==> src/design/sfr_pkg.sv <==
/*
  shared constants, opcodes, status layout and state codes of the serial flash
  read and status-write front end.
  assumes a 10 MHz system clock and a host-driven serial clock far below it.
*/
package sfr_pkg;

  localparam int unsigned CLK_PERIOD_NS        = 100;
  // time of the self-timed status write cycle, in ns
  localparam int unsigned STATUS_WRITE_TIME_NS = 15000000;
  localparam int unsigned STATUS_WRITE_CYCLES  = (STATUS_WRITE_TIME_NS + CLK_PERIOD_NS - 1) / CLK_PERIOD_NS;

  localparam int unsigned FIFO_DEPTH = 16;
  localparam int unsigned FIFO_WIDTH = 8;

  localparam logic [7:0] OP_WRITE_STATUS = 8'h01;
  localparam logic [7:0] OP_READ         = 8'h03;
  localparam logic [7:0] OP_FAST_READ    = 8'h0B;
  localparam logic [7:0] OP_DUAL_OUT     = 8'h3B;
  localparam logic [7:0] OP_QUAD_OUT     = 8'h6B;
  localparam logic [7:0] OP_DUAL_IO      = 8'hBB;
  localparam logic [7:0] OP_STATUS_LO    = 8'h05;
  localparam logic [7:0] OP_STATUS_HI    = 8'h35;

  localparam logic [3:0] CONT_MODE_KEY = 4'hA;

  localparam logic [15:0] STATUS_RESET    = 16'h0000;
  localparam logic [15:0] STATUS_WRITABLE = 16'h03FC;
  localparam int unsigned BUSY_BIT        = 0;
  localparam int unsigned WEL_BIT         = 1;

  localparam logic [4:0] CMD_LAST         = 5'h07;
  localparam logic [4:0] ADDR_LAST_SINGLE = 5'h17;
  localparam logic [4:0] ADDR_LAST_DUAL   = 5'h0B;
  localparam logic [4:0] MODE_LAST        = 5'h03;
  localparam logic [4:0] DUMMY_LAST       = 5'h07;
  localparam logic [4:0] SWR_SHORT_BITS   = 5'h08;
  localparam logic [4:0] SWR_LONG_BITS    = 5'h10;
  localparam logic [4:0] CNT_SATURATE     = 5'h1F;

  localparam logic [1:0] LANES_SINGLE = 2'h0;
  localparam logic [1:0] LANES_DUAL   = 2'h1;
  localparam logic [1:0] LANES_QUAD   = 2'h2;

  typedef struct packed {
    logic [5:0] reserved;
    logic       quad_enable_bit;
    logic       status_protect_hi;
    logic       status_protect_lo;
    logic       sector_granularity_select;
    logic       top_bottom_select;
    logic       block_protect_2;
    logic       block_protect_1;
    logic       block_protect_0;
    logic       write_enable_latch;
    logic       busy;
  } sfr_status_type;

  typedef struct packed {
    logic       sclk;
    logic       cs_n;
    logic [3:0] data;
  } sfr_pins_type;

  typedef enum logic [7:0] {
    ST_IDLE  = 8'h01,
    ST_CMD   = 8'h02,
    ST_ADDR  = 8'h04,
    ST_MODE  = 8'h08,
    ST_DUMMY = 8'h10,
    ST_DATA  = 8'h20,
    ST_SWR   = 8'h40,
    ST_SKIP  = 8'h80
  } sfr_state_type;

endpackage

==> src/design/sfr_fifo.sv <==
/*
  synchronous fifo with valid/ready on both sides and a flush input.
  assumes one clock; depth a power of two, at least two.
*/
`timescale 1ns/1ns
module sfr_fifo #(
  parameter int unsigned WIDTH = 8,
  parameter int unsigned DEPTH = 16
) (
  input  wire logic             clk,
  input  wire logic             rst,
  input  wire logic             clear,
  input  wire logic             in_valid,
  output logic                  in_ready,
  input  wire logic [WIDTH-1:0] in_data,
  output logic                  out_valid,
  input  wire logic             out_ready,
  output logic [WIDTH-1:0]      out_data
);
  localparam int unsigned AW = $clog2(DEPTH);

  if (DEPTH < 2 || (DEPTH & (DEPTH - 1)) != 0 || WIDTH < 1) begin : g_bad_size
    $error("fifo depth must be a power of two of at least two");
  end

  logic [WIDTH-1:0] mem_q [DEPTH];
  logic [AW:0]      wr_q;
  logic [AW:0]      rd_q;
  wire  [AW:0]      fill = wr_q - rd_q;
  wire              push = in_valid & in_ready;
  wire              pop  = out_valid & out_ready;

  assign in_ready  = fill != (AW + 1)'(DEPTH);
  assign out_valid = fill != '0;
  assign out_data  = mem_q[rd_q[AW-1:0]];

  always_ff @(posedge clk) begin
    if (push) begin
      mem_q[wr_q[AW-1:0]] <= in_data;
    end
  end

  always_ff @(posedge clk) begin
    if (rst || clear) begin
      wr_q <= '0;
      rd_q <= '0;
    end else begin
      if (push) begin
        wr_q <= wr_q + 1'b1;
      end
      if (pop) begin
        rd_q <= rd_q + 1'b1;
      end
    end
  end
endmodule

==> src/design/sfr_core.sv <==
/*
  serial flash front end: status write and the single, fast, dual, quad and
  dual-io read family with continuous read mode.
  assumes host-driven serial clock (mode 0) at most an eighth of clk; memory
  answers rd_req with rd_ack on clk; other writers report through ext_busy.
*/
`timescale 1ns/1ns
module sfr_core #(
  parameter int unsigned WRITE_CYCLES = sfr_pkg::STATUS_WRITE_CYCLES,
  parameter int unsigned FIFO_DEPTH   = sfr_pkg::FIFO_DEPTH
) (
  input  wire logic               clk,
  input  wire logic               rst,
  input  wire logic               sclk_pin,
  input  wire logic               cs_n_pin,
  input  wire logic [3:0]         data_line_in,
  output logic [3:0]              data_line_out,
  output logic [3:0]              data_line_oe,
  input  wire logic               write_enable_set,
  input  wire logic               ext_busy,
  output sfr_pkg::sfr_status_type status_out,
  output logic                    cont_mode_active,
  output logic                    rd_req,
  output logic [23:0]             rd_addr,
  input  wire logic               rd_ack,
  input  wire logic [7:0]         rd_data
);
  localparam int unsigned TW = $clog2(WRITE_CYCLES + 1);

  if (WRITE_CYCLES < 2) begin : g_bad_time
    $error("write cycle count must be at least two");
  end

  // pin synchroniser; stage one feeds stage two only
  sfr_pkg::sfr_pins_type pin1_q;
  sfr_pkg::sfr_pins_type pin2_q;
  logic                  sclk_prev_q;
  logic                  cs_n_prev_q;

  always_ff @(posedge clk) begin
    if (rst) begin
      pin1_q      <= '{sclk: 1'b0, cs_n: 1'b1, data: 4'h0};
      pin2_q      <= '{sclk: 1'b0, cs_n: 1'b1, data: 4'h0};
      sclk_prev_q <= 1'b0;
      cs_n_prev_q <= 1'b1;
    end else begin
      pin1_q      <= '{sclk: sclk_pin, cs_n: cs_n_pin, data: data_line_in};
      pin2_q      <= pin1_q;
      sclk_prev_q <= pin2_q.sclk;
      cs_n_prev_q <= pin2_q.cs_n;
    end
  end

  wire       cs_low  = ~pin2_q.cs_n;
  wire       rise    = cs_low & pin2_q.sclk & ~sclk_prev_q;
  wire       fall    = cs_low & ~pin2_q.sclk & sclk_prev_q;
  wire       cs_fall = cs_low & cs_n_prev_q;
  wire       cs_rise = ~cs_low & ~cs_n_prev_q;
  wire [3:0] din     = pin2_q.data;

  sfr_pkg::sfr_state_type state_q;
  sfr_pkg::sfr_state_type state_d;
  logic [4:0]  cnt_q;
  logic [4:0]  cnt_d;
  logic [7:0]  cmd_q;
  logic [23:0] addr_q;
  logic [7:0]  mode_q;
  logic [15:0] swr_q;
  logic        dual_in_q;
  logic        dummy_q;
  logic        stat_rd_q;
  logic [1:0]  lanes_q;
  logic [7:0]  sh_q;
  logic [2:0]  beat_q;
  logic [3:0]  out_q;
  logic [3:0]  oe_q;
  logic [15:0] status_q;
  logic [TW-1:0] wr_cnt_q;
  logic        cont_q;
  logic [23:0] rd_addr_q;
  logic        stream_q;

  // data lanes used by an opcode; called once, at the end of decode
  function automatic logic [1:0] op_lanes(input logic [7:0] op);
    logic [1:0] l;
    l = sfr_pkg::LANES_SINGLE;
    if (op == sfr_pkg::OP_DUAL_OUT || op == sfr_pkg::OP_DUAL_IO) begin
      l = sfr_pkg::LANES_DUAL;
    end else if (op == sfr_pkg::OP_QUAD_OUT) begin
      l = sfr_pkg::LANES_QUAD;
    end
    return l;
  endfunction

  // opcode decode, complete on the eighth rising edge
  wire [7:0] op        = {cmd_q[6:0], din[0]};
  wire       wr_busy   = wr_cnt_q != '0;
  wire       busy      = wr_busy | ext_busy;
  wire       op_single = op == sfr_pkg::OP_READ || op == sfr_pkg::OP_FAST_READ || op == sfr_pkg::OP_DUAL_OUT;
  wire       op_quad   = op == sfr_pkg::OP_QUAD_OUT;
  wire       op_dio    = op == sfr_pkg::OP_DUAL_IO;
  wire       op_stat   = op == sfr_pkg::OP_STATUS_LO || op == sfr_pkg::OP_STATUS_HI;
  wire       op_swr    = op == sfr_pkg::OP_WRITE_STATUS;
  wire       quad_ok   = status_q[9];
  wire       read_go   = ~busy & (op_single | op_dio | (op_quad & quad_ok));
  wire       cmd_done  = rise & (state_q == sfr_pkg::ST_CMD) & (cnt_q == sfr_pkg::CMD_LAST);

  wire sfr_pkg::sfr_state_type after_cmd =
    read_go ? sfr_pkg::ST_ADDR :
    op_stat ? sfr_pkg::ST_DATA :
    op_swr  ? sfr_pkg::ST_SWR  : sfr_pkg::ST_SKIP;

  // address and mode capture, one or two bits per rising edge
  wire [23:0] addr_next = dual_in_q ? {addr_q[21:0], din[1:0]} : {addr_q[22:0], din[0]};
  wire [7:0]  mode_next = {mode_q[5:0], din[1:0]};
  wire        addr_last = cnt_q == (dual_in_q ? sfr_pkg::ADDR_LAST_DUAL : sfr_pkg::ADDR_LAST_SINGLE);
  wire        addr_done = rise & (state_q == sfr_pkg::ST_ADDR) & addr_last;
  wire        mode_done = rise & (state_q == sfr_pkg::ST_MODE) & (cnt_q == sfr_pkg::MODE_LAST);

  wire sfr_pkg::sfr_state_type after_addr =
    dual_in_q ? sfr_pkg::ST_MODE : (dummy_q ? sfr_pkg::ST_DUMMY : sfr_pkg::ST_DATA);

  always_comb begin
    state_d = state_q;
    cnt_d   = cnt_q;
    if (cs_fall) begin
      state_d = cont_q ? sfr_pkg::ST_ADDR : sfr_pkg::ST_CMD;
      cnt_d   = '0;
    end else if (!cs_low) begin
      state_d = sfr_pkg::ST_IDLE;
      cnt_d   = '0;
    end else if (rise) begin
      cnt_d = cnt_q + 5'h01;
      case (state_q)
        sfr_pkg::ST_CMD: begin
          if (cnt_q == sfr_pkg::CMD_LAST) begin
            state_d = after_cmd;
            cnt_d   = '0;
          end
        end
        sfr_pkg::ST_ADDR: begin
          if (addr_last) begin
            state_d = after_addr;
            cnt_d   = '0;
          end
        end
        sfr_pkg::ST_MODE: begin
          if (cnt_q == sfr_pkg::MODE_LAST) begin
            state_d = sfr_pkg::ST_DATA;
            cnt_d   = '0;
          end
        end
        sfr_pkg::ST_DUMMY: begin
          if (cnt_q == sfr_pkg::DUMMY_LAST) begin
            state_d = sfr_pkg::ST_DATA;
            cnt_d   = '0;
          end
        end
        sfr_pkg::ST_SWR: begin
          if (cnt_q == sfr_pkg::CNT_SATURATE) begin
            cnt_d = cnt_q;
          end
        end
        default: begin
          cnt_d = cnt_q;
        end
      endcase
    end
  end

  always_ff @(posedge clk) begin
    if (rst) begin
      state_q <= sfr_pkg::ST_IDLE;
      cnt_q   <= '0;
    end else begin
      state_q <= state_d;
      cnt_q   <= cnt_d;
    end
  end

  // frame attributes; a continuous frame behaves as a dual-io read
  always_ff @(posedge clk) begin
    if (rst) begin
      cmd_q     <= 8'h00;
      dual_in_q <= 1'b0;
      dummy_q   <= 1'b0;
      stat_rd_q <= 1'b0;
      lanes_q   <= sfr_pkg::LANES_SINGLE;
    end else if (cs_fall) begin
      cmd_q     <= cont_q ? sfr_pkg::OP_DUAL_IO : 8'h00;
      dual_in_q <= cont_q;
      dummy_q   <= 1'b0;
      stat_rd_q <= 1'b0;
      lanes_q   <= cont_q ? sfr_pkg::LANES_DUAL : sfr_pkg::LANES_SINGLE;
    end else if (rise && state_q == sfr_pkg::ST_CMD) begin
      cmd_q <= op;
      if (cmd_done) begin
        dual_in_q <= op_dio;
        dummy_q   <= ~op_dio & (op != sfr_pkg::OP_READ);
        stat_rd_q <= op_stat;
        lanes_q   <= op_lanes(op);
      end
    end
  end

  always_ff @(posedge clk) begin
    if (rst) begin
      addr_q <= 24'h000000;
      mode_q <= 8'h00;
      swr_q  <= 16'h0000;
    end else if (cs_fall) begin
      swr_q <= 16'h0000;
    end else if (rise) begin
      if (state_q == sfr_pkg::ST_ADDR) begin
        addr_q <= addr_next;
      end
      if (state_q == sfr_pkg::ST_MODE) begin
        mode_q <= mode_next;
      end
      if (state_q == sfr_pkg::ST_SWR) begin
        swr_q <= {swr_q[14:0], din[0]};
      end
    end
  end

  // only the upper mode nibble decides; lower nibble is don't care
  always_ff @(posedge clk) begin
    if (rst) begin
      cont_q <= 1'b0;
    end else if (mode_done) begin
      cont_q <= mode_next[7:4] == sfr_pkg::CONT_MODE_KEY;
    end
  end

  // prefetch into the fifo; the memory may stall by holding off rd_ack
  logic       fifo_in_ready;
  logic       fifo_out_valid;
  logic [7:0] fifo_out_data;
  wire        push      = rd_req & rd_ack;
  wire        in_data   = state_q == sfr_pkg::ST_DATA;
  wire        byte_edge = fall & in_data & (beat_q == 3'h0);
  wire        pop       = byte_edge & ~stat_rd_q;

  assign rd_req  = stream_q & cs_low & fifo_in_ready;
  assign rd_addr = rd_addr_q;

  always_ff @(posedge clk) begin
    if (rst) begin
      stream_q  <= 1'b0;
      rd_addr_q <= 24'h000000;
    end else if (!cs_low) begin
      stream_q <= 1'b0;
    end else if (addr_done) begin
      stream_q  <= 1'b1;
      rd_addr_q <= addr_next;
    end else if (push) begin
      rd_addr_q <= rd_addr_q + 24'h000001;
    end
  end

  sfr_fifo #(
    .WIDTH (sfr_pkg::FIFO_WIDTH),
    .DEPTH (FIFO_DEPTH)
  ) u_fifo (
    .clk       (clk),
    .rst       (rst),
    .clear     (addr_done | ~cs_low),
    .in_valid  (push),
    .in_ready  (fifo_in_ready),
    .in_data   (rd_data),
    .out_valid (fifo_out_valid),
    .out_ready (pop),
    .out_data  (fifo_out_data)
  );

  // output serialiser; an empty fifo shows zero rather than stale data
  wire        quad      = lanes_q == sfr_pkg::LANES_QUAD;
  wire        dual      = lanes_q == sfr_pkg::LANES_DUAL;
  wire [7:0]  stat_byte = (cmd_q == sfr_pkg::OP_STATUS_HI) ? status_out[15:8] : status_out[7:0];
  wire [7:0]  mem_byte  = fifo_out_valid ? fifo_out_data : 8'h00;
  wire [7:0]  cur_byte  = (beat_q != 3'h0) ? sh_q : (stat_rd_q ? stat_byte : mem_byte);
  wire [3:0]  lane_val  = quad ? cur_byte[7:4] : dual ? {2'b00, cur_byte[7:6]} : {2'b00, cur_byte[7], 1'b0};
  wire [3:0]  lane_en   = quad ? 4'hF : dual ? 4'h3 : 4'h2;
  wire [7:0]  sh_next   = quad ? {cur_byte[3:0], 4'h0} : dual ? {cur_byte[5:0], 2'b00} : {cur_byte[6:0], 1'b0};
  wire        beat_last = beat_q == (quad ? 3'h1 : dual ? 3'h3 : 3'h7);

  always_ff @(posedge clk) begin
    if (rst || !cs_low || !in_data) begin
      beat_q <= 3'h0;
      sh_q   <= 8'h00;
    end else if (fall) begin
      beat_q <= beat_last ? 3'h0 : beat_q + 3'h1;
      sh_q   <= sh_next;
    end
  end

  // lines stay released through dummies and mode bits
  always_ff @(posedge clk) begin
    if (rst || !cs_low) begin
      out_q <= 4'h0;
      oe_q  <= 4'h0;
    end else if (fall && in_data) begin
      out_q <= lane_val;
      oe_q  <= lane_en;
    end
  end

  assign data_line_out = out_q;
  assign data_line_oe  = oe_q;

  // status write: judged at the select rise, the bit count saturates at 31
  wire        swr_end    = cs_rise & (state_q == sfr_pkg::ST_SWR);
  wire        swr_short  = cnt_q == sfr_pkg::SWR_SHORT_BITS;
  wire        swr_long   = cnt_q == sfr_pkg::SWR_LONG_BITS;
  wire        swr_commit = swr_end & status_q[sfr_pkg::WEL_BIT] & ~busy & (swr_short | swr_long);
  wire [15:0] swr_val    = swr_long ? {swr_q[7:0], swr_q[15:8]} : {8'h00, swr_q[7:0]};
  wire        wr_done    = wr_cnt_q == TW'(1);

  always_ff @(posedge clk) begin
    if (rst) begin
      status_q <= sfr_pkg::STATUS_RESET;
    end else begin
      if (swr_commit) begin
        status_q <= (status_q & ~sfr_pkg::STATUS_WRITABLE) | (swr_val & sfr_pkg::STATUS_WRITABLE);
      end
      // a new enable in the finishing cycle wins over the clear
      if (write_enable_set) begin
        status_q[sfr_pkg::WEL_BIT] <= 1'b1;
      end else if (wr_done) begin
        status_q[sfr_pkg::WEL_BIT] <= 1'b0;
      end
    end
  end

  always_ff @(posedge clk) begin
    if (rst) begin
      wr_cnt_q <= '0;
    end else if (swr_commit) begin
      wr_cnt_q <= TW'(WRITE_CYCLES);
    end else if (wr_busy) begin
      wr_cnt_q <= wr_cnt_q - TW'(1);
    end
  end

  assign status_out       = sfr_pkg::sfr_status_type'(status_q | {15'h0000, busy});
  assign cont_mode_active = cont_q;
endmodule

==> config.mk <==
export PLATFORM = sky130hd
export DESIGN_NAME = sfr_core
export DESIGN_NICKNAME = d
export VERILOG_FILES = /design/src/design/sfr_pkg.sv /design/src/design/sfr_fifo.sv /design/src/design/sfr_core.sv
export SDC_FILE = /design/constraint.sdc
export NUM_CORES = 1
export LEC_CHECK = 0
export ABC_CLOCK_PERIOD_IN_PS = 3200
export CORE_MARGIN = 2
export CORE_UTILIZATION = 57
export CTS_CLUSTER_SIZE = 25
export DETAILED_ROUTE_END_ITERATION = 8
export DONT_BUFFER_PORTS = 1
export PLACE_DENSITY = 0.85
export SKIP_LAST_GASP = 1
export SYNTH_ARGS = -nofsm -noshare
export SYNTH_HDL_FRONTEND = slang
export SYNTH_SLANG_ARGS = --single-unit
==> constraint.sdc <==
create_clock -name clk -period 3.2 [get_ports clk]
set_clock_uncertainty 0.1 [all_clocks]
set_input_delay 0 -clock clk [delete_from_list [all_inputs] [get_ports clk]]
set_output_delay 0 -clock clk [all_outputs]
set_load 0.02 [all_outputs]
Yosys cells after proc, flatten, opt, wreduce, memory -nomap -nowiden:

Memories as Yosys holds them, arrays and structs flattened. A register that Yosys moved wholly into a read port is not among the register bits.
Cells that the tools add are included.

* ROM bits: 0
* bits in registers: 170
* RAM bits: 128
* output and inout port bits: 50
* memories: 1
* bits in latches: 0

Memory list
* u_fifo.mem_q: words 16, width 8, read ports 1, clocked after memory_dff 1, wr ports 1, RTL line sfr_fifo.sv:26 `logic [WIDTH-1:0] mem_q [DEPTH];`

* add/subtract/negate cells: 7
* multiply operators: 0
* multiplexer cells: 58
* bitwise logic cells: 42
* $lt $le $gt $ge: 0
* equal/unequal tests: 33
* divide/modulo/power cells: 0
* reductions and logical operators: 35
* shifts and indexed selects: 0

Operators by type and width (number)
* $mux W8: 19
* $mux W24: 3
* $mux W18: 2
* $eq A8 B6 Y1 const B: 4
* $pmux W8 S4: 1
* $and A1 B1 Y1: 27
* $mux W5: 5
* $add A24 B1 Y24 const B: 1
* $pmux W5 S4: 1
* $eq A18 B1 Y1 const B: 1
* $reduce_bool A18 Y1: 1
* $sub A18 B1 Y18 const B: 1
* $eq A8 B2 Y1 const B: 2
* $eq A8 B3 Y1 const B: 2
* $eq A8 B4 Y1 const B: 2
* $eq A8 B7 Y1 const B: 2
* $mux W4: 4
* $or A16 B1 Y16: 1
* $or A16 B10 Y16: 1
* $add A5 B1 Y5 const B: 3
* $mux W2: 6
* $mux W3: 4
* $mux W6: 2
* $ne A4 B4 Y1 const B: 3
* 36 further kinds: 77

Depth between registers and ports, before layout:

* word-level depth: 12
* gate-level depth with buffers: 11
* gate-level depth less buffers: 9

Cells and area by module:

From an unflattened synthesis, not the netlist that was laid out.

* cell total of the unflattened synthesis: 1186
* area total of the unflattened synthesis: 13414.1 um^2

Modules (own cells, without submodules)
* sfr_core: sequential area each 3022.9 um^2, area each 7697.4 um^2, cells each 895, times used 1
* sfr_fifo: sequential area each 4124.0 um^2, area each 5716.7 um^2, cells each 291, times used 1

Worst setup path before layout:

OpenSTA, ideal clock, no wires.

* kind: register to register
* start point: register u_fifo.rd_q[1]
* end point: memory u_fifo.mem_q[3][0] (enable)
* data arrival time: 2.756 ns
* library setup time: 0.383 ns
* slack: -0.039 ns
* cell stages (with the launch flop): 10
* buffers on the path: 1
* clock period less this slack: 3.239 ns
* cell sequence: dfxtp_1 > inv_1 > ha_1 > or2_2 > o22ai_1 > xor2_1 > a41oi_2 > clkbuf_1 > nand3_1 > nor3_1

* longest elaborated chain between the ends: 7

Ends and longest elaborated chain
* start, declared: RTL line sfr_fifo.sv:28 `logic [AW:0] rd_q;`
* start signal, assigned: RTL line sfr_fifo.sv:52 `rd_q <= rd_q + 1'b1;`
* $sub A5 B5 Y5: RTL line sfr_fifo.sv:29 `wire [AW:0] fill = wr_q - rd_q;`
* $ne A5 B5 Y1: RTL line sfr_fifo.sv:33 `assign in_ready = fill != (AW + 1)'(DEPTH);`
* $and A1 B1 Y1: RTL line sfr_core.sv:244 `assign rd_req = stream_q & cs_low & fifo_in_ready;`
* named net rd_req: RTL line sfr_core.sv:23 `output logic rd_req,`
* $and A1 B1 Y1: RTL line sfr_core.sv:239 `wire push = rd_req & rd_ack;`
* $and A1 B1 Y1: RTL line sfr_fifo.sv:30 `wire push = in_valid & in_ready;`
* $mux W1: RTL line sfr_fifo.sv:38 `if (push) begin`
* $mux W1 (not written as such): RTL line sfr_fifo.sv:39 `mem_q[wr_q[AW-1:0]] <= in_data;`
* end, declared: RTL line sfr_fifo.sv:26

The timed path passes the listed nets, and every way through them passes these cells.

Worst setup path after layout:

* start point: register u_fifo.rd_q[1]
* end point: memory u_fifo.mem_q[10][0] (enable)

* longest elaborated chain between the ends: 7

Ends and longest elaborated chain (RTL line)
* $sub A5 B5 Y5 (*): sfr_fifo.sv:29
* $ne A5 B5 Y1 (*): sfr_fifo.sv:33
* $and A1 B1 Y1: sfr_core.sv:244
* $and A1 B1 Y1: sfr_core.sv:239
* $and A1 B1 Y1 (*): sfr_fifo.sv:30
* $mux W1 (*): sfr_fifo.sv:38
* $mux W1 (not written as such) (*): sfr_fifo.sv:39

Mark *: on every way between the ends. The rest lies on a longest branch, timed or not.

==> impl_results.md <==
- Outcome: completed
- Worst reg-to-reg path cell count: 8
- 1st-iter DRT viols: 861
- Gr ovfl total: 0
- Reg clk slew, reported paths: 0.06 ns
- Setup TNS Final: 0 ns
- Commonest cells after routing, fill and taps aside: 164 x dfxtp_1, 128 x edfxtp_1, 110 x nor2_1
- Vias in the first global route: 8891
- Die area: 24200 um^2
- Pwr per Cell Area: 574 nW/um^2
- Fillcell total: 1623
- Sink Count: 293
- Unrepaired setup endpoints after global routing: false
- Worst R2R End: u_fifo.mem_q[10][0]
- WS Path Type: reg -> reg
- Crit-path max FO: 14
- Vias: 9224
- R2R setup slack: 0.18 ns
- Worst Setup EP: u_fifo.mem_q[10][0]
- NumNets Final: 1215
- Fin crit share: 94.3%
- Critical Path RT: 3.28 ns
- Share of layout cells above drive strength 1: 10.9%
- Port bufs: 0
- Ys Warns: 0
- Setup-failing EPs final: 0
- Setup crit start: u_fifo.rd_q[1]
- Peak Freq: 331 MHz
- Worst relative slew slack: 46.1%
- Crit. End Element: register
- Mapped Cells: 1173
- Critical Path AT: 3.10 ns
- Placed cell area: 13400 um^2
- Hold Path Class: in -> reg
- Hold Vio Cnt, Final: 0
- Final Max Tran Viols: 0
- FP Rows: 55
- Die width: 156 um
- Netlist cell types: 79
- DRT Wirelength: 29400 um
- Total power: 8.37 mW
- Fin area: 14600 um^2
- Most common flop cell mapped by yosys: dfxtp_1
- Max-Cap Viols: 0
- Startpoint types: register
- Tot GR Track Use: 24.3%
- Core Region: 22600 um^2
- Static Leak: 4.93 nW
- CTS Buf Count: 28
- First-pass GRT wire length: 46900 um
- CTS root buf: clkbuf_16
- Placer Congestion: 0.891
- Measured slew at the worst slew-check pin: 0.808 ns
- Initial core utilization: 58.1%
- Hold Path Depth: 2
- Synth area leader: edfxtp_1
- Post-route minimum period: 3.02 ns
- Multi-input logic area: 5570 um^2
- Seq cells post-synth: 293
- Synth top area share: 29.3%
- Synth area leaders: edfxtp_1 29%, dfxtp_1 25%, mux4_2 5.7%
- Remaining DRCs: 0
- Initial antenna violation count: 1
- Worst VDD drop: 0.393 mV
- Post-detailed-route count of antenna-violating nets: 0
- Bufs on Longest Clock Path: 3
- Die H: 156 um
- Later-pin clock latency in the skew report: 0.54 ns
- Drt via density: 6.21
- RR Startpoint: u_fifo.rd_q[1]
- Postcts setup bufs: 0
- Pin count of the biggest net entering global routing: 89
- Sequential area share after synthesis: 54.5%
- Wire per inst: 19.8 um
- # H-tree levels: 1
- Syn Area/Cell: 11.2 um^2
- Sequential cell area: 7150 um^2
- Ports: 69
- Post-synth ARST share: 0%
- Post-DP HPWL: 19100 um
- CTS tree: built
- Syn Std Cell Area: 13100 um^2
- Commonest non-fill, non-tap cell in the layout: dfxtp_1
- Drt pass-1 iters: 7
- Post-synth EDFFs: 128
- Layout area overhead: 11.2%
==> timing repair <==
item                       in CTS  in global routing
hold endpoints to repair      291                  0
setup endpoints to repair       0                  9
resized for setup               0                  1
hold buffers                   17                  0
==> where the power goes <==
group          internal [mW]  switching [mW]  leakage [nW]
clock                   2.11            1.41         0.469
sequential              4.00           0.105          2.49
combinational          0.326           0.416          1.98
total                   6.44            1.93          4.93
==> cell usage after synthesis, types with 28 or more instances <==
library cell,n
mux2i_1,62
inv_1,28
clkbuf_1,54
mux4_2,33
and3_1,31
edfxtp_1,128
nor2_1,110
a211oi_1,51
dfxtp_1,165
a21oi_1,76
xor2_1,33
nand2_1,87
==> critical path, stage by stage (launching register included) <==
cell	delay (ns)
dfxtp_1	0.41
inv_1	0.07
ha_1	0.28
nor2b_1	0.25
o22ai_1	0.15
xor2_1	0.20
a41oi_2	0.22
and2_1	0.39
and3_1	0.58
==> final cells by class <==
class / count / area share [%]
Tap cell: 285 / 2.45
Timing Repair Buffer: 42 / 2.75
Clock inverter: 16 / 1.48
Clock buffer: 36 / 5.30
Sequential cell: 293 / 49.0
Inverter: 29 / 0.747
Multi-Input combinational cell: 782 / 38.2
Antenna cell: 2 / 0.0343
==> through the flow <==
stage / setup slack, ns / hold WS, ns / instances / utilization [%]
final: 0.181 / 0.0103 / 1485 / 64.6
after global placement: 0.317 / -0.0249 / 1414 / 59.3
after global routing: 0.0399 / 0.0128 / 1484 / 64.6
after detailed placement: 0.177 / -0.0243 / 1414 / 59.3
after CTS: 0.125 / 0.00450 / 1483 / 64.5
after floorplan: 0.139 / -0.00113 / 1178 / -
==> worst min path at each step <==
stage                          start  slack, ns                 end
final                       cs_n_pin       0.01           pin1_q[4]
after global routing        cs_n_pin       0.01           pin1_q[4]
after CTS                   cs_n_pin      0.004           pin1_q[4]
after detailed placement         rst      -0.02         wr_cnt_q[7]
after global placement           rst      -0.02         wr_cnt_q[7]
after floorplan           rd_data[0]     -0.001  u_fifo.mem_q[0][0]
==> sequential cells by signal, indices dropped and copies added (netlist names), 5 cells and up, named ones only <==
name          cells
u_fifo.wr_q       5
sh_q              7
u_fifo.rd_q       5
addr_q           23
mode_q            6
u_fifo.mem_q    128
status_q          9
cmd_q             8
rd_addr          24
wr_cnt_q         18
swr_q            16
state_q           8
cnt_q             5
==> per-layer routing <==
metal	up-vias	part of all wire, %	track usage [%]
met5	-	0	0
li1	4318	-	-
met3	57	7.8	5.36
met4	0	2.4	7.95
met2	421	48	39.9
met1	4428	41	32.2
==> cells by family after synthesis <==
logic type / synth area share (%)
AND/OR/NAND/NOR: 16.1
flip-flops: 54.5
AO/OA/AOI/OAI: 10.3
buffers and inverters: 3.34
multiplexers: 10.6
XOR/XNOR: 3.21
adder cells (fa/ha/maj): 1.91
other: 0.0286
Power figures use the tool's default switching activity.
